### src/shared/seq_pkg.sv
/*
  Shared constants and types of the program sequencer: address widths,
  return-stack size, instruction classes, stack entry and bus request carriers.
  Assumes a single ref_clk domain and a 32-bit APB register bus.
*/
package seq_pkg;

  localparam int ADDR_W = 12;
  localparam int STACK_LEVELS = 30;
  localparam int PTR_W = 5;
  localparam int COUNT_W = 16;

  localparam logic [ADDR_W-1:0] PC_RESET = 12'h000;
  localparam logic [ADDR_W-1:0] VECTOR_RESET = 12'h3FF;

  // Register byte offsets
  localparam logic [11:0] OFS_VECTOR = 12'h000;
  localparam logic [11:0] OFS_STATUS = 12'h004;
  localparam logic [11:0] OFS_RESETS = 12'h008;

  // Status word field positions
  localparam int ST_PC_LSB = 0;
  localparam int ST_DEPTH_LSB = 12;
  localparam int ST_IE_BIT = 17;
  localparam int ST_CARRY_BIT = 18;
  localparam int ST_ZERO_BIT = 19;
  localparam int ST_BANK_BIT = 20;

  // Reset-event word field positions
  localparam int RS_COUNT_LSB = 0;
  localparam int RS_OVERFLOW_BIT = 16;
  localparam int RS_UNDERFLOW_BIT = 17;

  typedef enum logic [7:0] {
    OP_OTHER    = 8'h01,
    OP_JUMP     = 8'h02,
    OP_RETI_EN  = 8'h04,
    OP_RETI_DIS = 8'h08,
    OP_INT_EN   = 8'h10,
    OP_INT_DIS  = 8'h20,
    OP_BANK_A   = 8'h40,
    OP_BANK_B   = 8'h80
  } op_e;

  typedef struct packed {
    op_e op;
    logic [ADDR_W-1:0] target;
  } instr_s;

  typedef struct packed {
    logic [ADDR_W-1:0] addr;
    logic carry;
    logic zero;
    logic bank;
  } stack_entry_s;

  typedef struct packed {
    logic psel;
    logic penable;
    logic pwrite;
    logic [11:0] paddr;
    logic [31:0] pwdata;
  } apb_req_s;

endpackage

### src/rtl/sync_2ff.sv
/*
  Two-stage synchroniser for asynchronous level inputs.
  Assumes the input is a level that stays stable for several ref_clk cycles.
*/
`timescale 1ns/1ns
`default_nettype none
module sync_2ff #(
  parameter int WIDTH = 1
) (
  input wire logic ref_clk,
  input wire logic rst,
  input wire logic [WIDTH-1:0] async_in,
  output logic [WIDTH-1:0] sync_out
);
  logic [WIDTH-1:0] meta_reg;
  logic [WIDTH-1:0] sync_reg;

  always_ff @(posedge ref_clk or posedge rst) begin
    if (rst) begin
      meta_reg <= '0;
      sync_reg <= '0;
    end else begin
      meta_reg <= async_in;
      sync_reg <= meta_reg;
    end
  end

  assign sync_out = sync_reg;
endmodule
`default_nettype wire

### src/rtl/return_stack.sv
/*
  Return stack of flip-flops: address, carry, zero and bank per level.
  Assumes the caller never pushes when full nor pops when empty.
*/
`timescale 1ns/1ns
`default_nettype none
module return_stack #(
  parameter int LEVELS = seq_pkg::STACK_LEVELS,
  parameter int PTR_W = seq_pkg::PTR_W
) (
  input wire logic ref_clk,
  input wire logic rst,
  input wire logic clear,
  input wire logic push,
  input wire logic pop,
  input wire seq_pkg::stack_entry_s push_data,
  output seq_pkg::stack_entry_s top_data,
  output logic full,
  output logic empty,
  output logic [PTR_W-1:0] depth
);
  import seq_pkg::*;

  stack_entry_s entry_reg [LEVELS];
  logic [PTR_W-1:0] depth_reg;
  logic [PTR_W-1:0] depth_next;
  logic [PTR_W-1:0] top_idx;

  assign full = (depth_reg == PTR_W'(LEVELS));
  assign empty = (depth_reg == '0);
  assign top_idx = empty ? '0 : depth_reg - PTR_W'(1);
  assign top_data = entry_reg[top_idx];
  assign depth = depth_reg;
  assign depth_next = clear ? '0 :
                      (push && !full) ? depth_reg + PTR_W'(1) :
                      (pop && !empty) ? depth_reg - PTR_W'(1) : depth_reg;

  always_ff @(posedge ref_clk or posedge rst) begin
    if (rst) begin
      depth_reg <= '0;
    end else begin
      depth_reg <= depth_next;
    end
  end

  for (genvar i = 0; i < LEVELS; i++) begin : g_level
    always_ff @(posedge ref_clk) begin
      if (push && !full && !clear && depth_reg == PTR_W'(i)) begin
        entry_reg[i] <= push_data;
      end
    end
  end
endmodule
`default_nettype wire

### src/rtl/program_sequencer.sv
/*
  Program-flow sequencer of a small 8-bit processor: program counter,
  unconditional jump, interrupt acceptance, interrupt return with enable or
  masked variants, return stack with self-reset on overflow and underflow,
  and an APB slave holding the interrupt vector, a status view and a
  self-reset event record.
  Assumes instructions arrive from program memory on ref_clk with instr_valid,
  and interrupt_request is an asynchronous level pin.
*/
// Design decisions made here: the APB interface to the registers and the register offsets.
// Overview of operation
// - Thirty nested stack levels, interrupts included.
// - Accepted interrupt consumes one stack level.
// - Interrupt push onto full stack self-resets.
// - Interrupt return from empty stack self-resets.
// - Enabling return ends routine, sets enable flag.
// - Masked return ends routine, enable stays clear.
// - Return restores bank active at interrupt.
// - Jump loads program counter with target.
// - Start at zero, then increment per instruction.
// - Jump changes only the program counter.
// - Jump target is twelve bits wide.
// - Self jump holds until reset or interrupt.
// - Interrupt pushes address, flags, bank; clears enable.
// - Interrupt return pops address and restores flags.
// - Interrupts disabled after reset.
`timescale 1ns/1ns
`default_nettype none
module program_sequencer #(
  parameter int LEVELS = seq_pkg::STACK_LEVELS
) (
  input wire logic ref_clk,
  input wire logic rst,
  input wire seq_pkg::apb_req_s apb_req,
  output logic [31:0] prdata,
  output logic pready,
  output logic pslverr,
  input wire logic instr_valid,
  input wire seq_pkg::instr_s instr,
  input wire logic flag_update,
  input wire logic carry_result,
  input wire logic zero_result,
  input wire logic interrupt_request,
  output logic [seq_pkg::ADDR_W-1:0] program_counter,
  output logic interrupt_enable_flag,
  output logic carry_flag,
  output logic zero_flag,
  output logic bank_select,
  output logic interrupt_ack,
  output logic internal_reset
);
  import seq_pkg::*;

  function automatic logic op_is(input instr_s word, input op_e code);
    op_is = (word.op == code);
  endfunction

  //////////////////////////////////////////////////////////////////////////////
  // State

  logic [ADDR_W-1:0] pc_reg;
  logic [ADDR_W-1:0] pc_next;
  logic ie_reg;
  logic ie_next;
  logic carry_reg;
  logic carry_next;
  logic zero_reg;
  logic zero_next;
  logic bank_reg;
  logic bank_next;
  logic ack_reg;
  logic self_rst_reg;
  logic [ADDR_W-1:0] vector_reg;
  logic [ADDR_W-1:0] vector_next;
  logic [COUNT_W-1:0] rst_count_reg;
  logic [COUNT_W-1:0] rst_count_next;
  logic ovf_seen_reg;
  logic ovf_seen_next;
  logic unf_seen_reg;
  logic unf_seen_next;
  logic [31:0] prdata_reg;
  logic [31:0] prdata_next;
  logic pready_reg;
  logic pslverr_reg;

  //////////////////////////////////////////////////////////////////////////////
  // Interrupt pin and return stack

  logic irq_sync;
  logic take_irq;
  logic exec;
  logic is_reti;
  logic is_jump;
  logic overflow;
  logic underflow;
  logic self_reset;
  logic stk_push;
  logic stk_pop;
  logic stk_full;
  logic stk_empty;
  logic [PTR_W-1:0] stk_depth;
  stack_entry_s stk_top;
  stack_entry_s stk_in;

  sync_2ff #(
    .WIDTH(1)
  ) u_irq_sync (
    .ref_clk(ref_clk),
    .rst(rst),
    .async_in(interrupt_request),
    .sync_out(irq_sync)
  );

  // Interrupt taken at an instruction boundary, abandoning that instruction
  assign take_irq = instr_valid && ie_reg && irq_sync;
  assign exec = instr_valid && !take_irq;
  assign is_reti = exec && (op_is(instr, OP_RETI_EN) || op_is(instr, OP_RETI_DIS));
  assign is_jump = exec && op_is(instr, OP_JUMP);
  assign overflow = take_irq && stk_full;
  assign underflow = is_reti && stk_empty;
  assign self_reset = overflow || underflow;
  assign stk_push = take_irq && !stk_full;
  assign stk_pop = is_reti && !stk_empty;
  assign stk_in = '{addr: pc_reg, carry: carry_reg, zero: zero_reg, bank: bank_reg};

  return_stack #(
    .LEVELS(LEVELS),
    .PTR_W(PTR_W)
  ) u_stack (
    .ref_clk(ref_clk),
    .rst(rst),
    .clear(self_reset),
    .push(stk_push),
    .pop(stk_pop),
    .push_data(stk_in),
    .top_data(stk_top),
    .full(stk_full),
    .empty(stk_empty),
    .depth(stk_depth)
  );

  //////////////////////////////////////////////////////////////////////////////
  // Next-state selection

  assign pc_next = self_reset ? PC_RESET :
                   take_irq ? vector_reg :
                   stk_pop ? stk_top.addr :
                   is_jump ? instr.target :
                   exec ? pc_reg + ADDR_W'(1) : pc_reg;

  assign ie_next = self_reset ? 1'b0 :
                   take_irq ? 1'b0 :
                   (exec && op_is(instr, OP_RETI_EN)) ? 1'b1 :
                   (exec && op_is(instr, OP_RETI_DIS)) ? 1'b0 :
                   (exec && op_is(instr, OP_INT_EN)) ? 1'b1 :
                   (exec && op_is(instr, OP_INT_DIS)) ? 1'b0 : ie_reg;

  assign carry_next = self_reset ? 1'b0 :
                      stk_pop ? stk_top.carry :
                      (exec && op_is(instr, OP_OTHER) && flag_update) ? carry_result : carry_reg;

  assign zero_next = self_reset ? 1'b0 :
                     stk_pop ? stk_top.zero :
                     (exec && op_is(instr, OP_OTHER) && flag_update) ? zero_result : zero_reg;

  assign bank_next = self_reset ? 1'b0 :
                     stk_pop ? stk_top.bank :
                     (exec && op_is(instr, OP_BANK_A)) ? 1'b0 :
                     (exec && op_is(instr, OP_BANK_B)) ? 1'b1 : bank_reg;

  always_ff @(posedge ref_clk or posedge rst) begin
    if (rst) begin
      pc_reg <= PC_RESET;
      ie_reg <= 1'b0;
      carry_reg <= 1'b0;
      zero_reg <= 1'b0;
      bank_reg <= 1'b0;
      ack_reg <= 1'b0;
      self_rst_reg <= 1'b0;
    end else begin
      pc_reg <= pc_next;
      ie_reg <= ie_next;
      carry_reg <= carry_next;
      zero_reg <= zero_next;
      bank_reg <= bank_next;
      ack_reg <= stk_push;
      self_rst_reg <= self_reset;
    end
  end

  //////////////////////////////////////////////////////////////////////////////
  // APB slave

  logic apb_setup;
  logic apb_done;
  logic apb_wr;
  logic sel_vector;
  logic sel_status;
  logic sel_resets;
  logic mapped;
  logic clear_resets;
  logic [31:0] status_word;
  logic [31:0] resets_word;
  logic [31:0] read_mux;

  assign apb_setup = apb_req.psel && !apb_req.penable;
  assign apb_done = apb_req.psel && apb_req.penable && pready_reg;
  assign apb_wr = apb_done && apb_req.pwrite;
  assign sel_vector = (apb_req.paddr == OFS_VECTOR);
  assign sel_status = (apb_req.paddr == OFS_STATUS);
  assign sel_resets = (apb_req.paddr == OFS_RESETS);
  assign mapped = sel_vector || sel_status || sel_resets;
  assign clear_resets = apb_wr && sel_resets;

  assign status_word = {11'h000, bank_reg, zero_reg, carry_reg, ie_reg, stk_depth, pc_reg};
  assign resets_word = {14'h0000, unf_seen_reg, ovf_seen_reg, rst_count_reg};
  assign read_mux = sel_vector ? {20'h00000, vector_reg} :
                    sel_status ? status_word :
                    sel_resets ? resets_word : 32'h00000000;

  assign prdata_next = apb_setup ? ((apb_req.pwrite || !mapped) ? 32'h00000000 : read_mux) : prdata_reg;
  assign vector_next = (apb_wr && sel_vector) ? apb_req.pwdata[ADDR_W-1:0] : vector_reg;

  // Self-reset events win over a clear in the same cycle
  assign rst_count_next = self_reset ? (clear_resets ? COUNT_W'(1) : rst_count_reg + COUNT_W'(1)) :
                          clear_resets ? '0 : rst_count_reg;
  assign ovf_seen_next = overflow || (ovf_seen_reg && !clear_resets);
  assign unf_seen_next = underflow || (unf_seen_reg && !clear_resets);

  always_ff @(posedge ref_clk or posedge rst) begin
    if (rst) begin
      prdata_reg <= 32'h00000000;
      pready_reg <= 1'b0;
      pslverr_reg <= 1'b0;
      vector_reg <= VECTOR_RESET;
      rst_count_reg <= '0;
      ovf_seen_reg <= 1'b0;
      unf_seen_reg <= 1'b0;
    end else begin
      prdata_reg <= prdata_next;
      pready_reg <= apb_setup;
      pslverr_reg <= apb_setup && !mapped;
      vector_reg <= vector_next;
      rst_count_reg <= rst_count_next;
      ovf_seen_reg <= ovf_seen_next;
      unf_seen_reg <= unf_seen_next;
    end
  end

  assign prdata = prdata_reg;
  assign pready = pready_reg;
  assign pslverr = pslverr_reg;
  assign program_counter = pc_reg;
  assign interrupt_enable_flag = ie_reg;
  assign carry_flag = carry_reg;
  assign zero_flag = zero_reg;
  assign bank_select = bank_reg;
  assign interrupt_ack = ack_reg;
  assign internal_reset = self_rst_reg;
endmodule
`default_nettype wire

### config.mk
export PLATFORM = sky130hd
export DESIGN_NAME = program_sequencer
export DESIGN_NICKNAME = d
export VERILOG_FILES = /design/src/shared/seq_pkg.sv /design/src/rtl/sync_2ff.sv /design/src/rtl/return_stack.sv /design/src/rtl/program_sequencer.sv
export SDC_FILE = /design/constraint.sdc
export NUM_CORES = 1
export LEC_CHECK = 0
export BUFFER_PORTS_ARGS = -buffer_cell sky130_fd_sc_hd__buf_2
export CAP_MARGIN = 20
export CORE_MARGIN = 3
export CORE_UTILIZATION = 30
export DETAILED_ROUTE_END_ITERATION = 8
export GPL_TIMING_DRIVEN = 0
export SKIP_CTS_REPAIR_TIMING = 1
export SYNTH_ARGS = -nofsm -noshare
export SYNTH_HDL_FRONTEND = slang
export SYNTH_HIERARCHICAL = 1
export SYNTH_SLANG_ARGS = --single-unit
### constraint.sdc
create_clock -name ref_clk -period 5.52 [get_ports ref_clk]
set_clock_uncertainty 0.2 [all_clocks]
set_input_delay 0.552 -clock ref_clk [delete_from_list [all_inputs] [get_ports ref_clk]]
set_output_delay 0.552 -clock ref_clk [all_outputs]
set_load 0.02 [all_outputs]
Word-level counts from Yosys, hierarchy flattened --
Memories as Yosys holds them, arrays and structs flattened. Cells that the tools add are included.
Word-level totals: register bits 89, bits in latches 0, bits in writable memories 450, ROM bits 0, input bits 74, word-level logic and storage cells 351, memories kept 1
Cells by class: add/sub/neg operators 4, multipliers 0, divide/modulo/power cells 0, magnitude comparators 0, eq/ne operators 40, shift operators 0, mux-type cells 179, bitwise logic cells 0, reduce and logical (&&, ||, !) cells 110
Memory list:
- u_stack.entry_reg | words 30, width 15, rd ports 1, clocked after memory_dff 0, write ports 1, RTL line return_stack.sv:24 | stack_entry_s entry_reg [LEVELS];
Operators with widths (number):
- 15-bit 2-to-1 mux | 29
- 15-bit OR reduction | 29
- 5-bit 2-to-1 mux | 33
- 1-bit 2-to-1 mux | 105
- 5-bit equality test (second input constant) | 15
- 21-bit 2-to-1 mux | 3
- 12-bit 2-to-1 mux | 5
- 1-bit logical AND | 59
- 16-bit 2-to-1 mux | 3
- 5-bit by 4-bit equality test with 1-bit output (second input constant) | 8
- 5-bit by 3-bit equality test with 1-bit output (second input constant) | 4
- 18-bit 2-to-1 mux | 1
- 16-bit by 1-bit adder with 16-bit output (second input constant) | 1
- 12-bit by 1-bit adder with 12-bit output (second input constant) | 1
- 12-bit by 3-bit equality test with 1-bit output (second input constant) | 1
- 12-bit by 4-bit equality test with 1-bit output (second input constant) | 1
- 12-bit zero test | 1
- 5-bit by 2-bit equality test with 1-bit output (second input constant) | 2
- 8-bit by 1-bit equality test with 1-bit output (second input constant) | 1
- 8-bit by 2-bit equality test with 1-bit output (second input constant) | 1
- 8-bit by 3-bit equality test with 1-bit output (second input constant) | 1
- 8-bit by 4-bit equality test with 1-bit output (second input constant) | 1
- 8-bit by 5-bit equality test with 1-bit output (second input constant) | 1
- 8-bit by 6-bit equality test with 1-bit output (second input constant) | 1
- 13 further kinds | 26

Logic depth before layout (Yosys ltp) --
word-level depth 42, depth in mapped cells 17

Hierarchy --
Netlist, hierarchy kept.
Modules (own cells, without submodules):
- return_stack | times used 1, cells each 1243, area each 18287.5 um^2, seq. area each 13638.1 um^2
- program_sequencer | times used 1, cells each 450, area each 4116.4 um^2, seq. area each 1789.2 um^2
- sync_2ff | times used 1, cells each 3, area each 53.8 um^2, seq. area each 50.0 um^2

Worst setup path before layout --
OpenSTA, ideal clock, no wires.
path kind reg2reg, start register u_stack.depth_reg[0] (netlist: u_stack/depth[0]), end memory u_stack/entry_reg[1][0] (netlist name) (enable), library setup time 406 ps, arrival 3832 ps, setup slack 1082 ps, cell stages (with the launch flop) 17, path buffers 6, clock period less this slack 4438 ps, path through dfrtp_1 inv_2 clkbuf_1 ha_1 or4b_4 buf_6 inv_2 buf_6 buf_4 a21boi_2 clkbuf_1 inv_1 clkbuf_1 nand2b_1 nor2_1 nand2_1 nor3_1
On the way: cells in the longest elaborated chain, start to end 38
RTL lines:
- from (decl) | RTL line return_stack.sv:25 | logic [PTR_W-1:0] depth_reg;
- from (signal assigned) | RTL line return_stack.sv:42 | depth_reg <= depth_next;
- 5-bit zero test * | RTL line return_stack.sv:30 | assign empty = (depth_reg == '0);
- named net stk_empty | RTL line program_sequencer.sv:100 | logic stk_empty;
- 1-bit logical AND * | RTL line program_sequencer.sv:120 | assign underflow = is_reti && stk_empty;
- 1-bit logical OR * | RTL line program_sequencer.sv:121 | assign self_reset = overflow || underflow;
- named net self_reset | RTL line program_sequencer.sv:96 | logic self_reset;
- 1-bit zero test * | RTL line return_stack.sv:48 | if (push && !full && !clear && depth_reg == PTR_W'(i)) begin
- 1-bit logical AND * | RTL line return_stack.sv:48
- 1-bit logical AND | RTL line return_stack.sv:48
- 1-bit 2-to-1 mux | RTL line return_stack.sv:48
- 1-bit 2-to-1 mux (not written as such) | RTL line return_stack.sv:49 | entry_reg[i] <= push_data;
- 15-bit OR reduction (no source line)
- 5-bit 2-to-1 mux (no source line) / 1-bit 2-to-1 mux (equally long branches) (29 in a row)
- to (decl) | RTL line return_stack.sv:24
The timed path passes the listed nets; every way through them passes the cells marked *.

Final worst setup path --
start register u_stack.depth_reg[0] (netlist: u_stack/depth[0]), end memory u_stack/entry_reg[1][12] (netlist name) (enable)
The elaborated chain is that of the path after synthesis.

==> results.ini <==
[hold_path]
holdPathEnd=vector_reg[11]$_DFFE_PP0P_
min_path_type=in2reg
hold_depth=2
hp-start=apb_req[11]

[yosys]
synth-edff-count=450
avgSynthCellArea_um2=13.2
netlist_area_mm2=0.0225
ys_warn_count=6
synthTopCellsByArea=edfxtp_1 60%, dfrtp_1 7.6%, nand2_1 3.8%
synth_cells=1696
async_reset_ff_share_pct=14.8
ys_types=72
yosysSeqAreaShare_pct=68.9
synth_seq_cells=528
synth_top_flop_cell=edfxtp_1
yosysTopAreaCellShare_pct=60.2
yosys.area.top_type=edfxtp_1

[cts]
cts_buffers=55
clk_latency_ns=0.61
clk_pin_slew_worst_paths_ns=0.06
root_buffer=clkbuf_16
clk_path_buf_depth=3
tritoncts=yes
clock_sinks=528
htree_levels=2

[grt]
globalRouteTotalUtil_pct=18.1
grt_first_pass_wirelength_mm=105
overflow=0
grt_pass1_vias=15740
grt_max_degree=61
antenna_found_initial=0

[route]
dr.pass1.iters=5
drtAntennaViolNets=0
first_iter_violations=1754
drt_wl_total_mm=71.9
num_vias=15927
drc_errors=0
via_per_inst=5.48
post_drt_wl_per_cell_um=24.8

[sta]
hold_viol_final=0
setup_violations=0
slew_viol_final=0
slew_headroom_pct=26.8
rsz0062_at_grt=false
timing.fmax_mhz=184
worst_pin_slew_ns=1.10
fin_crit_ns=5.42
fin_ws_ns=0.0999
fin_crit_sh_pct=98.2

[power_and_ir_drop]
swShare_pct=37.9
power.switching_uw=4690
peakVddDrop_mv=0.252
seqPwrFrac_pct=39.4
internal_power_uw=7680
p_leak_uw=0.00907
clock_power_share_pct=27.8
comb_power_share_pct=32.9
p_per_area_mw_per_mm2=466
total_power_uw=12400

[finish]
nets=1981
largest_register_ffs=450
layout-drive-gt1-share_pct=18.8
final_cell_mix=450 x edfxtp_1, 229 x nand2_1, 124 x buf_2
utilization_pct=36.1
final_area_mm2=0.0266
final_common_cell=edfxtp_1
area_delta_synth_final_pct=18.3

[placed_design]
gp_congestion=0.962
port_buffers=92
place_area_mm2=0.0248
place_ws_ns=-0.250
hpwl_mm=50.4

[die]
ios=126
start_util_pct=30.5
coreArea_mm2=0.0736
die_w_um=280
fp.dieArea_mm2=0.0782
die_y_um=280
rows=99

[worst_setup_path]
cp.buffers_inverters=10
critPathTopFamily=buffers and inverters
r2r_end=u_stack/entry_reg[1][12]$_DFFE_PP_
startpoint_type=flip-flop
critical_path_class=reg2reg
startpoint=u_stack/depth[0]$_DFFE_PP0P_
worstPathMaxFanout=13
max_stage_delay_ns=0.57
rr_worst_depth=17
crit_chain=inv_2 -> clkbuf_2 -> ha_1 -> or4b_4 -> buf_6 -> inv_2 -> buf_6 -> buf_4 -> a21boi_2 -> clkbuf_2 -> inv_1 -> clkbuf_1 -> nand2b_1 -> nor2_1 -> nand2_1 -> nor3_4 -> buf_8
required_ns=5.63
timing.rr.start=u_stack/depth[0]$_DFFE_PP0P_
slowest_stage=dfrtp_1
arrival_ns=5.53
reg2reg_slack_ns=0.1
end_kind=flip-flop

[status]
status=finished clean

[job]
max_cap_violations=0

## layout make-up
class / instances / area (um2)
clock buffer: 74 / 1450
sequential: 528 / 15500
timing repair buffer: 136 / 1120
inverter: 22 / 85.1
fill: 7136 / 47000
clock inverter: 28 / 189
antenna: 1 / 2.50
buffer: 119 / 648
tap: 959 / 1200
multi-input combinational: 1037 / 6390
## power groups by stage
stage | logic, uW | registers [uW] | clock network [uW]
final | 4070 | 4870 | 3440
after global routing | 4240 | 4890 | 3670
after CTS | 3950 | 4880 | 3510
after detailed placement | 3940 | 4970 | 0
after global placement | 3740 | 5040 | 0
after floorplan | 2180 | 4840 | 0
## synth_stat cells, types with 34 or more instances
master and instances:
a21oi_1 118, nand2_1 229, a211oi_1 34, a32oi_1 35
nand3_1 45, o22ai_1 39, mux2_2 43, nor2_1 69
edfxtp_1 450, dfrtp_1 68, o21ai_0 92, clkbuf_1 49
## worst max-delay path by stage
stage | cells after the start | endpoint
finish | 17 | u_stack/entry_reg[1][12]$_DFFE_PP_
global route | 14 | u_stack/entry_reg[27][2]$_DFFE_PP_
CTS | 17 | u_stack/entry_reg[2][7]$_DFFE_PP_
detailed placement | 17 | u_stack/entry_reg[2][7]$_DFFE_PP_
global placement | 16 | u_stack/entry_reg[2][5]$_DFFE_PP_
floorplan | 16 | u_stack/entry_reg[1][0]$_DFFE_PP_
## metal layers
layer  global-route usage [%]  vias up  wire length (um)
met5                        0        -                 0
met4                     8.17        0              3170
met3                     3.27      152              6480
met2                     28.4      862             33000
met1                     24.5     7978             29300
li1                         -     6935                 -
## stage by stage
step                setup TNS [ns]  hold slack (ns)  cells
floorplan                        0           0.0932   1706
global placement           -209.83            0.134   2757
detailed placement           -8.01            0.139   2787
CTS                         -10.02           -0.390   2889
global route                     0           0.0127   2903
finish                           0           0.0358   2904
## worst reg2reg max path: stages, from the launching register on
cell and delay, ns:
dfrtp_1 0.57, inv_2 0.20, clkbuf_2 0.39, ha_1 0.41, or4b_4 0.23, buf_6 0.14
inv_2 0.05, buf_6 0.15, buf_4 0.21, a21boi_2 0.32, clkbuf_2 0.30, inv_1 0.19
clkbuf_1 0.26, nand2b_1 0.33, nor2_1 0.18, nand2_1 0.25, nor3_4 0.50, buf_8 0.23
## logic make-up (layout without fill, tap and decap cells)
group / count (synthesis) / count (layout) / share of synthesized area, %
AOI/OAI and AO/OA: 453 / 453 / 13.3
xor gates and xnor gates: 13 / 13 / 0.507
adders and majority gates: 8 / 8 / 0.446
buffers and inverters: 141 / 379 / 3.24
DFF: 528 / 528 / 68.9
muxes: 75 / 75 / 3.58
other: 1 / 12 / 0.0167
and+or+nand+nor: 477 / 477 / 9.98
(Power assumes the default switching activity.)
